### src/design/ed_power_pkg.sv
package ed_power_pkg;
    // Register location on the management bus
    localparam logic [4:0] ENERGY_CONTROL_REGISTER_ADDR = 5'h1d;
    // Field positions
    localparam int ENERGY_MODE_ENABLE_BIT = 15;
    localparam int AUTO_WAKE_ENABLE_BIT = 14;
    localparam int AUTO_SLEEP_ENABLE_BIT = 13;
    localparam int MANUAL_POWER_TOGGLE_BIT = 12;
    localparam int PULSE_BURST_DISABLE_BIT = 11;
    localparam int SENSE_POWER_STATE_BIT = 10;
    localparam int ERROR_THRESHOLD_REACHED_BIT = 9;
    localparam int DATA_THRESHOLD_REACHED_BIT = 8;
    localparam int ERROR_THRESHOLD_LSB = 4;
    localparam int DATA_THRESHOLD_LSB = 0;
    // Reset values
    localparam logic [3:0] THRESHOLD_RESET = 4'h1;
    localparam logic AUTO_WAKE_RESET = 1'b1;
    localparam logic AUTO_SLEEP_RESET = 1'b1;
    // Pulse burst lengths
    localparam logic [2:0] BURST_PULSES = 3'h4;
    localparam logic [2:0] SINGLE_PULSES = 3'h1;
    // Quiet-line timing
    localparam longint CLOCK_HZ = 20000000;
    localparam longint QUIET_TIME_S = 2;
    localparam longint QUIET_CYCLES = QUIET_TIME_S * CLOCK_HZ;
    // Management access to the register
    typedef struct packed {
        logic write;
        logic read;
        logic [4:0] addr;
        logic [15:0] data;
    } mgmt_req_s;
endpackage

### src/design/event_counter.sv
`timescale 1ns/1ps
`default_nettype none
// Saturating event counter with threshold compare
module event_counter
    import ed_power_pkg::*;
#(
    parameter int WIDTH = 4
)(
    input wire logic core_clk,
    input wire logic rst,
    input wire logic clear,
    input wire logic event_in,
    input wire logic [WIDTH-1:0] threshold,
    output logic reached
);
    logic [WIDTH-1:0] count_q;
    logic [WIDTH-1:0] count_d;
    wire atMax = &count_q;

    // Saturate so a long burst never wraps below the threshold
    assign count_d = clear ? '0 : ((event_in && !atMax) ? count_q + 1'b1 : count_q);
    // Compare the updated count so the event that reaches the threshold is the one that raises the flag
    assign reached = (count_d >= threshold);

    always_ff @(posedge core_clk)
    begin
        if (rst)
            count_q <= '0;
        else
            count_q <= count_d;
    end
endmodule
`default_nettype wire

### src/design/line_energy_detect_power.sv
// Contract
// - Energy-detect power mode runs only while enable bit 15 is set; resets clear.
// - Auto wake bit 14, reset 1, powers up when data threshold reached.
// - Auto sleep bit 13, reset 1, powers down when no line energy.
// - Self-clearing bit 12 toggles power state immediately, ignoring thresholds and timers.
// - A power-up while no burst runs sends 4 detect pulses, or one when bit 11 set.
// - Bit 10 reads 1 powered up, 0 powered down.
// - Bit 9 sets at error threshold, clears on read, no action taken.
// - Bit 8 sets when data events reach threshold, clears on read.
// - Bits 7:4 hold error threshold, reset 0001.
// - Bits 3:0 hold data threshold, reset 0001.
// - Counters clear after 2 seconds with no data event.
`timescale 1ns/1ps
`default_nettype none
module line_energy_detect_power
    import ed_power_pkg::*;
#(
    parameter longint QUIET_LIMIT = QUIET_CYCLES,
    parameter int PULSE_GAP = 16
)(
    input wire logic core_clk,
    input wire logic rst,
    input wire mgmt_req_s mgmtReq,
    output logic [15:0] readData,
    input wire logic dataEventPin,
    input wire logic errorEventPin,
    input wire logic lineEnergyPin,
    output logic sensePowerUp,
    output logic detectPulse,
    output logic autoCrossoverAdvice
);
    typedef enum logic [1:0] {
        PULSE_IDLE = 2'b00,
        PULSE_HIGH = 2'b01,
        PULSE_GAPW = 2'b10
    } pulse_e;

    // Three-stage synchronisers for line-side inputs
    logic [2:0] dataSync_q;
    logic [2:0] errSync_q;
    logic [2:0] energySync_q;
    always_ff @(posedge core_clk)
    begin
        if (rst)
        begin
            dataSync_q <= 3'h0;
            errSync_q <= 3'h0;
            energySync_q <= 3'h0;
        end
        else
        begin
            dataSync_q <= {dataSync_q[1:0], dataEventPin};
            errSync_q <= {errSync_q[1:0], errorEventPin};
            energySync_q <= {energySync_q[1:0], lineEnergyPin};
        end
    end

    // Stages two and three agree on a rising edge to count an event
    logic dataLevel_q;
    logic errLevel_q;
    logic energyLevel_q;
    wire dataAgree = (dataSync_q[1] == dataSync_q[2]);
    wire errAgree = (errSync_q[1] == errSync_q[2]);
    wire energyAgree = (energySync_q[1] == energySync_q[2]);
    wire dataLevel_d = dataAgree ? dataSync_q[2] : dataLevel_q;
    wire errLevel_d = errAgree ? errSync_q[2] : errLevel_q;
    wire energyLevel_d = energyAgree ? energySync_q[2] : energyLevel_q;
    always_ff @(posedge core_clk)
    begin
        if (rst)
        begin
            dataLevel_q <= 1'b0;
            errLevel_q <= 1'b0;
            energyLevel_q <= 1'b0;
        end
        else
        begin
            dataLevel_q <= dataLevel_d;
            errLevel_q <= errLevel_d;
            energyLevel_q <= energyLevel_d;
        end
    end

    // Register fields
    logic modeEnable_q;
    logic autoWake_q;
    logic autoSleep_q;
    logic burstDisable_q;
    logic powerUp_q;
    logic errReached_q;
    logic dataReached_q;
    logic [3:0] errThreshold_q;
    logic [3:0] dataThreshold_q;

    // Events only count while the mode is enabled
    wire dataEvent = modeEnable_q && dataLevel_d && !dataLevel_q;
    wire errEvent = modeEnable_q && errLevel_d && !errLevel_q;

    // Address decode
    wire regHit = (mgmtReq.addr == ENERGY_CONTROL_REGISTER_ADDR);
    wire regWrite = mgmtReq.write && regHit;
    wire regRead = mgmtReq.read && regHit;
    wire manualToggle = regWrite && mgmtReq.data[MANUAL_POWER_TOGGLE_BIT];

    // Quiet timer: long silence on data events flushes the counters
    logic [31:0] quietCount_q;
    wire quietExpired = (quietCount_q >= 32'(QUIET_LIMIT - 1));
    wire counterClear = !modeEnable_q || (quietExpired && !dataEvent);
    always_ff @(posedge core_clk)
    begin
        if (rst || dataEvent || quietExpired)
            quietCount_q <= 32'h0;
        else
            quietCount_q <= quietCount_q + 32'h1;
    end

    logic errMet;
    logic dataMet;
    event_counter #(.WIDTH(4)) errCounter (
        .core_clk(core_clk),
        .rst(rst),
        .clear(counterClear),
        .event_in(errEvent),
        .threshold(errThreshold_q),
        .reached(errMet)
    );
    event_counter #(.WIDTH(4)) dataCounter (
        .core_clk(core_clk),
        .rst(rst),
        .clear(counterClear),
        .event_in(dataEvent),
        .threshold(dataThreshold_q),
        .reached(dataMet)
    );

    // Power state decisions; manual toggle overrides thresholds and timers
    wire wakeReq = autoWake_q && dataMet && !powerUp_q;
    wire sleepReq = autoSleep_q && !energyLevel_q && powerUp_q;
    wire powerUp_d = !modeEnable_q ? 1'b0 :
                     manualToggle ? !powerUp_q :
                     wakeReq ? 1'b1 :
                     sleepReq ? 1'b0 : powerUp_q;
    wire powerRise = powerUp_d && !powerUp_q;

    // Control fields; bit 12 self-clears so it is never stored
    always_ff @(posedge core_clk)
    begin
        if (rst)
        begin
            modeEnable_q <= 1'b0;
            autoWake_q <= AUTO_WAKE_RESET;
            autoSleep_q <= AUTO_SLEEP_RESET;
            burstDisable_q <= 1'b0;
            errThreshold_q <= THRESHOLD_RESET;
            dataThreshold_q <= THRESHOLD_RESET;
            powerUp_q <= 1'b0;
        end
        else
        begin
            if (regWrite)
            begin
                modeEnable_q <= mgmtReq.data[ENERGY_MODE_ENABLE_BIT];
                autoWake_q <= mgmtReq.data[AUTO_WAKE_ENABLE_BIT];
                autoSleep_q <= mgmtReq.data[AUTO_SLEEP_ENABLE_BIT];
                burstDisable_q <= mgmtReq.data[PULSE_BURST_DISABLE_BIT];
                errThreshold_q <= mgmtReq.data[ERROR_THRESHOLD_LSB +: 4];
                dataThreshold_q <= mgmtReq.data[DATA_THRESHOLD_LSB +: 4];
            end
            powerUp_q <= powerUp_d;
        end
    end

    // Sticky flags: a new crossing in the read cycle wins over the clear
    always_ff @(posedge core_clk)
    begin
        if (rst)
        begin
            errReached_q <= 1'b0;
            dataReached_q <= 1'b0;
        end
        else
        begin
            errReached_q <= (errMet && errEvent) || (errReached_q && !regRead);
            dataReached_q <= (dataMet && dataEvent) || (dataReached_q && !regRead);
        end
    end

    // Read data is registered the cycle after the read strobe
    logic [15:0] readWord;
    assign readWord = {modeEnable_q, autoWake_q, autoSleep_q, 1'b0, burstDisable_q,
                       powerUp_q, errReached_q, dataReached_q,
                       errThreshold_q, dataThreshold_q};
    always_ff @(posedge core_clk)
    begin
        if (rst)
            readData <= 16'h0000;
        else if (mgmtReq.read)
            readData <= regHit ? readWord : 16'h0000;
    end

    // Pulse burst generator, started at a power-up seen in PULSE_IDLE
    pulse_e pulseState_q;
    logic [2:0] pulsesLeft_q;
    logic [7:0] gapCount_q;
    always_ff @(posedge core_clk)
    begin
        if (rst)
        begin
            pulseState_q <= PULSE_IDLE;
            pulsesLeft_q <= 3'h0;
            gapCount_q <= 8'h00;
            detectPulse <= 1'b0;
        end
        else
        begin
            case (pulseState_q)
                PULSE_IDLE:
                begin
                    detectPulse <= 1'b0;
                    if (powerRise)
                    begin
                        pulsesLeft_q <= burstDisable_q ? SINGLE_PULSES : BURST_PULSES;
                        pulseState_q <= PULSE_HIGH;
                    end
                end
                PULSE_HIGH:
                begin
                    detectPulse <= 1'b1;
                    pulsesLeft_q <= pulsesLeft_q - 3'h1;
                    gapCount_q <= 8'(PULSE_GAP);
                    pulseState_q <= PULSE_GAPW;
                end
                PULSE_GAPW:
                begin
                    detectPulse <= 1'b0;
                    if (gapCount_q != 8'h00)
                        gapCount_q <= gapCount_q - 8'h01;
                    else if (pulsesLeft_q != 3'h0)
                        pulseState_q <= PULSE_HIGH;
                    else
                        pulseState_q <= PULSE_IDLE;
                end
                default:
                    pulseState_q <= PULSE_IDLE;
            endcase
        end
    end

    assign sensePowerUp = powerUp_q;
    // Advisory only: software owns the crossover setting
    assign autoCrossoverAdvice = modeEnable_q;
endmodule
`default_nettype wire

### config.mk
export PLATFORM = sky130hd
export DESIGN_NAME = line_energy_detect_power
export DESIGN_NICKNAME = d
export VERILOG_FILES = /design/src/design/ed_power_pkg.sv /design/src/design/event_counter.sv /design/src/design/line_energy_detect_power.sv
export SDC_FILE = /design/constraint.sdc
export NUM_CORES = 1
export LEC_CHECK = 0
export ABC_AREA = 1
export BUFFER_PORTS_ARGS = -buffer_cell sky130_fd_sc_hd__buf_2
export CORE_ASPECT_RATIO = 0.75
export CORE_MARGIN = 3
export CORE_UTILIZATION = 63
export DETAILED_ROUTE_END_ITERATION = 8
export GPL_TIMING_DRIVEN = 0
export PLACE_DENSITY_LB_ADDON = 0.25
export SLEW_MARGIN = 25
export SYNTH_ARGS = -nofsm -noshare
export SYNTH_HDL_FRONTEND = slang
export SYNTH_SLANG_ARGS = --single-unit
### constraint.sdc
create_clock -name core_clk -period 4.2 [get_ports core_clk]
set_input_delay 0 -clock core_clk [delete_from_list [all_inputs] [get_ports core_clk]]
set_output_delay 0 -clock core_clk [all_outputs]
set_load 0.02 [all_outputs]
# == After elaboration in Yosys (flattened, before gate mapping) ==
# Index checks and enable logic that the tools add are counted.
# W data, S select, Z words.
# word_totals
register_bits,97
in_bits,28
out_inout_bits,19
elab_cells,106
# op_classes
add_sub_neg,5
order_cmp,3
eq_ne,9
muxes,21
reduce_logical,45
# op_table
op,count
$add A32 B1 Y32 const B,1
$ge A32 B26 Y1 const B,1
$logic_and A1 B1 Y1,19
$mux W16,1
$mux W4,4
$pmux W8 S2,1
$logic_not A1 Y1,9
$add A4 B1 Y4 const B,2
$ge A4 B4 Y1,2
$mux W8,1
$reduce_and A4 Y1,2
$reduce_bool A8 Y1,1
$sub A8 B1 Y8 const B,1
$mux W1,7
$mux W3,2
$ne A2 B2 Y1 const B,3
$pmux W2 S3,1
$pmux W3 S2,1
$reduce_and A2 Y1,3
$reduce_bool A2 Y1,3
$eq A5 B5 Y1 const B,1
$logic_or A1 B1 Y1,5
$mux W2,2
$eq A1 B1 Y1,3
other kinds (7),7

# == Longest topological paths before layout ==
# Gate-level depths: netlist (run 1).
# logic_depth
word_depth,17
ltp_mapped,22
depth_no_buf,22

# == Modules after synthesis ==
# Synthesis (run 1) repeated with hierarchy kept, for this count alone.
# hier_totals
cells_unflattened,610
hier_area_um2,4460.5
# modules_own_cells
module,instances,cells_each,area_per_inst_um2,seq_area_each_um2
line_energy_detect_power,1,520,3802.4,1761.7
event_counter,2,45,329.1,80.1

# == Worst setup path before layout (run 1) ==
# No wires, ideal clock.
# synth_path
path_kind,register -> register
start,register quietCount_q[0]
end,register pulsesLeft_q[2]
setup_ns,0.109
arrival_time_ns,2.325
t_required_ns,4.091
setup_slack_ns,1.766
path_stages_with_launch,23
path_buffers,0
period_less_slack_ns,2.434
path_cell_list,dfxtp_1 > ha_1 > nand3_2 > nor3_4 > inv_2 > o21ai_1 > nand2_1 > nand2_2 > o21ai_2 > nand2_1 > inv_1 > ha_1 > nand2_1 > inv_1 > nand2_1 > nand3_1 > nand2_1 > nand2_1 > nand4_1 > nor2_1 > nor2_1 > nand2_1 > inv_1
# synth_between
elab_chain_len,13
# synth_rtl
item,line,source
from (decl),line_energy_detect_power.sv:106,logic [31:0] quietCount_q;
from (signal assigned),line_energy_detect_power.sv:114,quietCount_q <= quietCount_q + 32'h1;
$ge A32 B26 Y1,line_energy_detect_power.sv:107,wire quietExpired = (quietCount_q >= 32'(QUIET_LIMIT - 1));
$logic_and A1 B1 Y1,line_energy_detect_power.sv:108,wire counterClear = !modeEnable_q || (quietExpired && !dataEvent);
$logic_or A1 B1 Y1,line_energy_detect_power.sv:108,
$mux W4,event_counter.sv:21,assign count_d = clear ? '0 : ((event_in && !atMax) ? count_q + 1'b1 : count_q);
net dataCounter.count_d[3],event_counter.sv:17,logic [WIDTH-1:0] count_d;
$ge A4 B4 Y1,event_counter.sv:23,assign reached = (count_d >= threshold);
$logic_and A1 B1 Y1 (2 in series),line_energy_detect_power.sv:137,wire wakeReq = autoWake_q && dataMet && !powerUp_q;
$mux W1,line_energy_detect_power.sv:141,wakeReq ? 1'b1 :
$mux W1,line_energy_detect_power.sv:140,manualToggle ? !powerUp_q :
$mux W1,line_energy_detect_power.sv:139,wire powerUp_d = !modeEnable_q ? 1'b0 :
$logic_and A1 B1 Y1,line_energy_detect_power.sv:143,wire powerRise = powerUp_d && !powerUp_q;
$ne A2 B2 Y1 (no line),n/a,
$reduce_and A2 Y1 (no line),n/a,
to (signal assigned),line_energy_detect_power.sv:222,pulsesLeft_q <= burstDisable_q ? SINGLE_PULSES : BURST_PULSES;
to (signal assigned),line_energy_detect_power.sv:229,pulsesLeft_q <= pulsesLeft_q - 3'h1;
to (decl),line_energy_detect_power.sv:203,logic [2:0] pulsesLeft_q;
# The timed path passes the listed nets, and every way through them passes these cells.
# A chain may end at the register's enable or synchronous reset.

# == Worst setup path after layout (run 1) ==
# layout_path
start,register quietCount_q[0]
end,register pulsesLeft_q[0]
# The elaborated chain is that of the path after synthesis.

==> results of run 1 <==
-- metal layers --
layer | track usage, % | routed length, um | up-vias | share of wire (%)
met1 | 32.1 | 4350 | 1777 | 46
li1 | - | - | 1963 | -
met5 | 0 | 0 | - | 0
met3 | 6.65 | 487 | 26 | 5.2
met4 | 7.04 | 199 | 0 | 2.1
met2 | 39.5 | 4390 | 116 | 47
-- worst reg2reg max path, cell delays in order, from the launching register on --
cell	delay [ns]
dfxtp_1	0.36
ha_1	0.21
nand3_2	0.13
nor3_4	0.20
inv_2	0.08
o21ai_1	0.14
nand2_1	0.07
nand2_2	0.11
o21ai_2	0.13
nand2_1	0.12
inv_1	0.05
ha_1	0.30
nand2_1	0.05
inv_1	0.05
nand2_1	0.04
nand3_1	0.12
nand2_1	0.09
nand2_1	0.07
nand4_1	0.13
nor2_1	0.21
nor2_1	0.06
a21oi_1	0.14
-- cells in the mapped netlist, drive strengths merged --
cell    instances  area, um2
nand2         108        418
dfxtp          96       1920
inv            90        340
nor2           83        364
a21oi          48        244
nand3          37        213
o21ai          22        114
ha             15        188
nand4          13       81.3
xor2           13        114
clkbuf          9       33.8
nor3            7       51.3
buf             5       33.8
a211oi          4       30.0
a31oi           4       25.0
xnor2           4       35.0
nor3b           3       27.5
or2             3       18.8
o211ai          2       15.0
o21a            2       15.0
a21o            1       7.51
a31o            1       8.76
clkinv          1       3.75
conb            1       3.75
nor4            1       6.26
o22ai           1       6.26
o31ai           1       7.51
-- cell type report --
class | count | area, um2 | area share (%)
Buffer | 14 | 67.6 | 1.35
Clock buffer | 11 | 141 | 2.83
Clock inverter | 5 | 56.3 | 1.13
Inverter | 91 | 344 | 6.88
Multi-Input combinational cell | 380 | 2020 | 40.3
Sequential cell | 96 | 1920 | 38.4
Tap cell | 81 | 101 | 2.03
Timing Repair Buffer | 56 | 355 | 7.10
-- through the flow --
step,setup slack (ns),total power (W),cells,hold WS (ns)
after global routing,0.929,0.00165,734,0.0650
after global placement,1.39,0.000993,703,0.200
after detailed placement,1.33,0.000994,703,0.212
after floorplan,1.77,0.000972,581,0.107
after CTS,1.31,0.00160,734,0.0477
final,1.29,0.00159,734,0.0752
-- repair_timing --
action	in CTS	in global routing
resized for setup	0	0
setup endpoints to repair	0	0
hold endpoints to repair	15	0
hold buffers	15	0
-- sequential cells by signal, summed over array words and instances (netlist names), 2 cells and up --
register,flops
dataThreshold_q,4
dataCounter.count_q,4
dataSync_q,3
quietCount_q,32
errThreshold_q,4
gapCount_q,8
readData,15
pulsesLeft_q,3
errCounter.count_q,4
pulseState_q,2
errSync_q,3
energySync_q,3
-- how the worst max path moves through the flow --
stage                                        end  depth (start not counted)
floorplan           pulsesLeft_q[2]$_SDFFE_PP0P_                         22
global placement    pulsesLeft_q[2]$_SDFFE_PP0P_                         22
detailed placement  pulsesLeft_q[1]$_SDFFE_PP0P_                         18
CTS                 pulsesLeft_q[0]$_SDFFE_PP0P_                         21
global route        pulsesLeft_q[2]$_SDFFE_PP0P_                         22
finish              pulsesLeft_q[0]$_SDFFE_PP0P_                         21
-- cells by family (layout without fill, tap and decap cells) --
group / after synthesis / count (layout) / share of synthesized area [%]
xor gates and xnor gates: 17 / 17 / 3.44
adders and majority gates: 15 / 15 / 4.34
and+or+nand+nor: 255 / 255 / 27.3
DFF: 96 / 96 / 44.4
buffers and inverters: 105 / 177 / 9.51
AOI/OAI and AO/OA: 86 / 86 / 10.9
other: 1 / 7 / 0.0867
-- report_power, final --
part	internal, W	switching, W
Clock	0.000291	0.000311
Combinational	0.0000270	0.0000370
Sequential	0.000918	0.00000385
Total	0.00124	0.000352
==> results.sh, run 1 <==
export IMPL_worstReg2RegStart="quietCount_q[0]$_SDFF_PP0_"
export IMPL_cpPeakStageDelay_ns=0.36
export IMPL_die_h_um=77.8
export IMPL_port_buffers=41
export IMPL_std_cell_rows=25
export IMPL_cts_sinks=96
export IMPL_ys_ff_latch=96
export IMPL_hold_viol=0
export IMPL_ir_worst_vdd_mv=0.288
export IMPL_io_pins=47
export IMPL_fin_nets=691
export IMPL_final_area_um2=5000
export IMPL_syn_inst=575
export IMPL_fill_cells=461
export IMPL_cts_tree="done"
export IMPL_clockRootBuffer="clkbuf_8"
export IMPL_grt_overflow_total=0
export IMPL_dp_hpwl_um=6790
export IMPL_initial_core_util_pct=66.8
export IMPL_grt_max_degree=16
export IMPL_final_common_cell="nand2_1"
export IMPL_ys_types=43
export IMPL_syn_area_um2=4330
export IMPL_design_core_area_um2=6470
export IMPL_startpoint="quietCount_q[0]$_SDFF_PP0_"
export IMPL_setup_viol=0
export IMPL_seq_area_frac_synth_pct=44.4
export IMPL_routabilityCongestion=0.851
export IMPL_end_kind="register"
export IMPL_cpMostUsedCell="nand2_1"
export IMPL_p_leak_nw=2.17
export IMPL_reg2reg_slack_ns=1.29
export IMPL_cp_top_family="simple AND/OR/NAND/NOR gates"
export IMPL_wl_per_cell_um=12.8
export IMPL_cts_buffers=9
export IMPL_die_x_um=102
export IMPL_cp_max_fo=8
export IMPL_p_per_area_nw_per_um2=317
export IMPL_worst_setup_path_type="reg -> reg"
export IMPL_cp_start_kind="register"
export IMPL_r2r_end="pulsesLeft_q[0]$_SDFFE_PP0P_"
export IMPL_holdPathEnd="readData[5]$_SDFFE_PP0P_"
export IMPL_min_path_type="in -> reg"
export IMPL_grt_pass1_vias=3532
export IMPL_worstHoldStart="mgmtReq[21]"
export IMPL_slew_viol_final=0
export IMPL_die_area_um2=7910
export IMPL_viasPerCell=5.29
export IMPL_skew_ns=0.0114
export IMPL_rsz0062_at_grt="false"
export IMPL_first_iter_violations=185
export IMPL_drive_gt1_share_pct=13.5
export IMPL_wl_um=9430
export IMPL_final_util_pct=77.3
export IMPL_hold_path_depth=3
export IMPL_clock_latency_ns=0.36
export IMPL_fmax_mhz=343
export IMPL_yosysWarnings=0
export IMPL_max_cap_violations=0
export IMPL_cts_setup_buffers=0
export IMPL_clk_pin_slew_worst_paths_ns=0.09
export IMPL_crit_slowest_cell="dfxtp_1"
export IMPL_setup_tns_ns=0
export IMPL_n_antenna_cell=0
export IMPL_cp_num_buf_inv=3
export IMPL_layout_common_cells="103 x nand2_1, 96 x dfxtp_1, 86 x inv_1, 74 x nor2_1, 47 x a21oi_1"
export IMPL_avgSynthCellArea_um2=7.52
export IMPL_clockBufferDepth=2
export IMPL_drc=0
export IMPL_tightestPinTransition_ns=0.597
export IMPL_grt_pass1_wl_um=15600
export IMPL_outcome="complete, no violations"
export IMPL_cts_htree_levels=3
export IMPL_dpl_instance_area_um2=4660
export IMPL_finalCritPeriodShare_pct=69.4
export IMPL_area_delta_synth_final_pct=15.6
export IMPL_crit_chain="ha_1, nand3_2, nor3_4, inv_2, o21ai_1, nand2_1, nand2_2, o21ai_2, nand2_1, inv_1, ha_1, nand2_1, inv_1, nand2_1, nand3_1, nand2_1, nand2_1, nand4_1, nor2_1, nor2_1, a21oi_1"
export IMPL_postRouteAntennaNets=0
export IMPL_slew_headroom_pct=60.2
export IMPL_rr_worst_depth=21
export IMPL_grt_total_usage_pct=24.5
export IMPL_dr_total_vias=3882
export IMPL_first_pass_iters=5
export IMPL_crit_required_ns=4.50
export IMPL_antenna_found_initial=0
export IMPL_arrival_ns=3.21
export IMPL_post_route_min_period_ns=2.91
No activity file was read; power rests on OpenSTA's default activity.
==> inputs of run 2 (changes only) <==
--- a/config.mk
+++ b/config.mk
@@ -9,7 +9,7 @@
 export BUFFER_PORTS_ARGS = -buffer_cell sky130_fd_sc_hd__buf_2
 export CORE_ASPECT_RATIO = 0.75
 export CORE_MARGIN = 3
-export CORE_UTILIZATION = 63
+export CORE_UTILIZATION = 58
 export DETAILED_ROUTE_END_ITERATION = 8
 export GPL_TIMING_DRIVEN = 0
 export PLACE_DENSITY_LB_ADDON = 0.25
==> constraint.sdc (replaced) <==
create_clock -name core_clk -period 3 [get_ports core_clk]
set_input_delay 0 -clock core_clk [delete_from_list [all_inputs] [get_ports core_clk]]
set_output_delay 0 -clock core_clk [all_outputs]
set_load 0.02 [all_outputs]
==> results.sh, run 2 (synthesis results as in run 1) <==
export IMPL_outcome="complete, no violations"
export IMPL_busiest_layer="met2"
export IMPL_drive_gt1_share_pct=15.1
export IMPL_grt_pass1_wl_um=15500
export IMPL_grt_use_met1_pct=29.3
export IMPL_dp_hpwl_um=6440
export IMPL_final_util_pct=73.6
export IMPL_p_leak_nw=2.22
export IMPL_cts_htree_levels=3
export IMPL_initial_core_util_pct=61.6
export IMPL_fmax_mhz=370
export IMPL_std_cell_rows=26
export IMPL_hold_path_depth=3
export IMPL_viasPerCell=5.02
export IMPL_p_per_area_nw_per_um2=474
export IMPL_cts_buffers=9
export IMPL_worst_setup_path_type="reg -> reg"
export IMPL_port_buffers=41
export IMPL_skew_ns=0.0123
export IMPL_slew_headroom_pct=58.9
export IMPL_reg_largest_list="quietCount_q x32, readData x15, gapCount_q x8"
export IMPL_grt_total_usage_pct=22.2
export IMPL_finalCritPeriodShare_pct=90.0
export IMPL_wl_um=9050
export IMPL_tightestPinTransition_ns=0.611
export IMPL_grt_max_degree=16
export IMPL_cpMostUsedCell="nand2_1"
export IMPL_grt_pass1_vias=3451
export IMPL_grtUsageMet2_pct=37.0
export IMPL_antenna_found_initial=0
export IMPL_first_pass_iters=5
export IMPL_n_antenna_cell=0
export IMPL_io_pins=47
export IMPL_die_h_um=80.8
export IMPL_crit_chain="ha_4, nand3_4, nor3_4, inv_2, o21ai_1, nand2_1, nand2_2, o21ai_4, nand2_2, inv_1, ha_1, nand2_1, nand2_1, nand2_1, nand3_2, nand2_1, nand2_1, nand4_1, nor2_2, nor2_1, a21oi_2"
export IMPL_fin_nets=693
export IMPL_largest_reg_flops=32
export IMPL_hold_ws_ns=0.0611
export IMPL_routabilityCongestion=0.838
export IMPL_drc=0
export IMPL_fill_cells=549
export IMPL_layout_common_cells="101 x nand2_1, 93 x dfxtp_1, 86 x inv_1, 73 x nor2_1, 46 x a21oi_1"
export IMPL_clock_latency_ns=0.36
export IMPL_dr_total_vias=3783
export IMPL_ir_worst_vdd_mv=0.255
export IMPL_rr_worst_depth=21
export IMPL_grt_overflow_total=0
export IMPL_post_route_min_period_ns=2.70
export IMPL_final_common_cell="nand2_1"
export IMPL_max_cap_violations=0
export IMPL_clockBufferDepth=2
export IMPL_die_x_um=106
export IMPL_cts_sinks=96
export IMPL_design_core_area_um2=7030
export IMPL_hold_viol=0
export IMPL_cp_start_kind="register"
export IMPL_setup_tns_ns=0
export IMPL_area_delta_synth_final_pct=19.5
export IMPL_cp_max_fo=8
export IMPL_finalPower_w=0.00245
export IMPL_slew_viol_final=0
export IMPL_die_area_um2=8540
export IMPL_rsz0062_at_grt="false"
export IMPL_min_path_type="in -> reg"
export IMPL_end_kind="register"
export IMPL_first_iter_violations=178
export IMPL_top_register="quietCount_q"
export IMPL_crit_slowest_cell="dfxtp_4"
export IMPL_postRouteAntennaNets=0
export IMPL_wl_per_cell_um=12.0
export IMPL_cts_tree="done"
export IMPL_clk_pin_slew_worst_paths_ns=0.09
export IMPL_grtUsageMet3_pct=5.16
export IMPL_arrival_ns=2.93
export IMPL_setup_viol=0
export IMPL_crit_required_ns=3.23
export IMPL_cpPeakStageDelay_ns=0.38
export IMPL_clockRootBuffer="clkbuf_8"
==> run 2: final cells by class <==
cell class	count	area [um2]	area share, %
Multi-Input combinational cell	380	2080	40.2
Tap cell	98	123	2.37
Buffer	14	67.6	1.31
Sequential cell	96	1930	37.3
Inverter	91	344	6.65
Timing Repair Buffer	58	370	7.16
Clock buffer	11	131	2.54
Clock inverter	5	129	2.49
==> run 2: what timing repair did <==
| item | 4_1_cts | 5_1_grt |
|---|---|---|
| resized for setup | 0 | 15 |
| setup endpoints to repair | 0 | 3 |
| endpoints found under the hold margin | 15 | 0 |
| buffers inserted | 0 | 2 |
| hold buffers | 15 | 0 |
==> run 2: worst paths after layout <==
kind / from / to / slack [ns]
worst max-delay path: quietCount_q[0]$_SDFF_PP0_ / pulsesLeft_q[0]$_SDFFE_PP0P_ / 0.30
worst min-delay path: mgmtReq[21] / readData[2]$_SDFFE_PP0P_ / 0.06
worst max register to register: quietCount_q[0]$_SDFF_PP0_ / pulsesLeft_q[0]$_SDFFE_PP0P_ / 0.30
worst min register to register: energySync_q[0]$_SDFF_PP0_ / energySync_q[1]$_SDFF_PP0_ / 0.41
==> run 2: per-stage QoR <==
stage / instances / instance area [um2] / setup WS [ns]
finish: 753 / 5170 / 0.299
global route: 753 / 5170 / 0.0212
CTS: 751 / 5090 / 0.146
detailed placement: 720 / 4680 / 0.183
global placement: 720 / 4680 / 0.221
floorplan: 581 / 4350 / 0.566
==> run 2: critical path: cells and delay by family, from the launching register on <==
kind            cells  cell delay, ns
compound gates      3            0.30
fa+ha+maj           2            0.46
flops               1            0.38
simple gates       14            1.32
buf+inv             2            0.13
==> run 2: routing by layer <==
metal | routed length, um | share of wire (%)
met1 | 4370 | 48
met2 | 4110 | 45
met4 | 128 | 1.4
met5 | 0 | 0
met3 | 438 | 4.8
==> run 2: report_power, final <==
group,internal (W),switching (W),total [W]
clock network,0.000640,0.000434,0.00107
logic,0.0000382,0.0000516,0.0000897
registers,0.00128,0.00000536,0.00129
total,0.00196,0.000491,0.00245
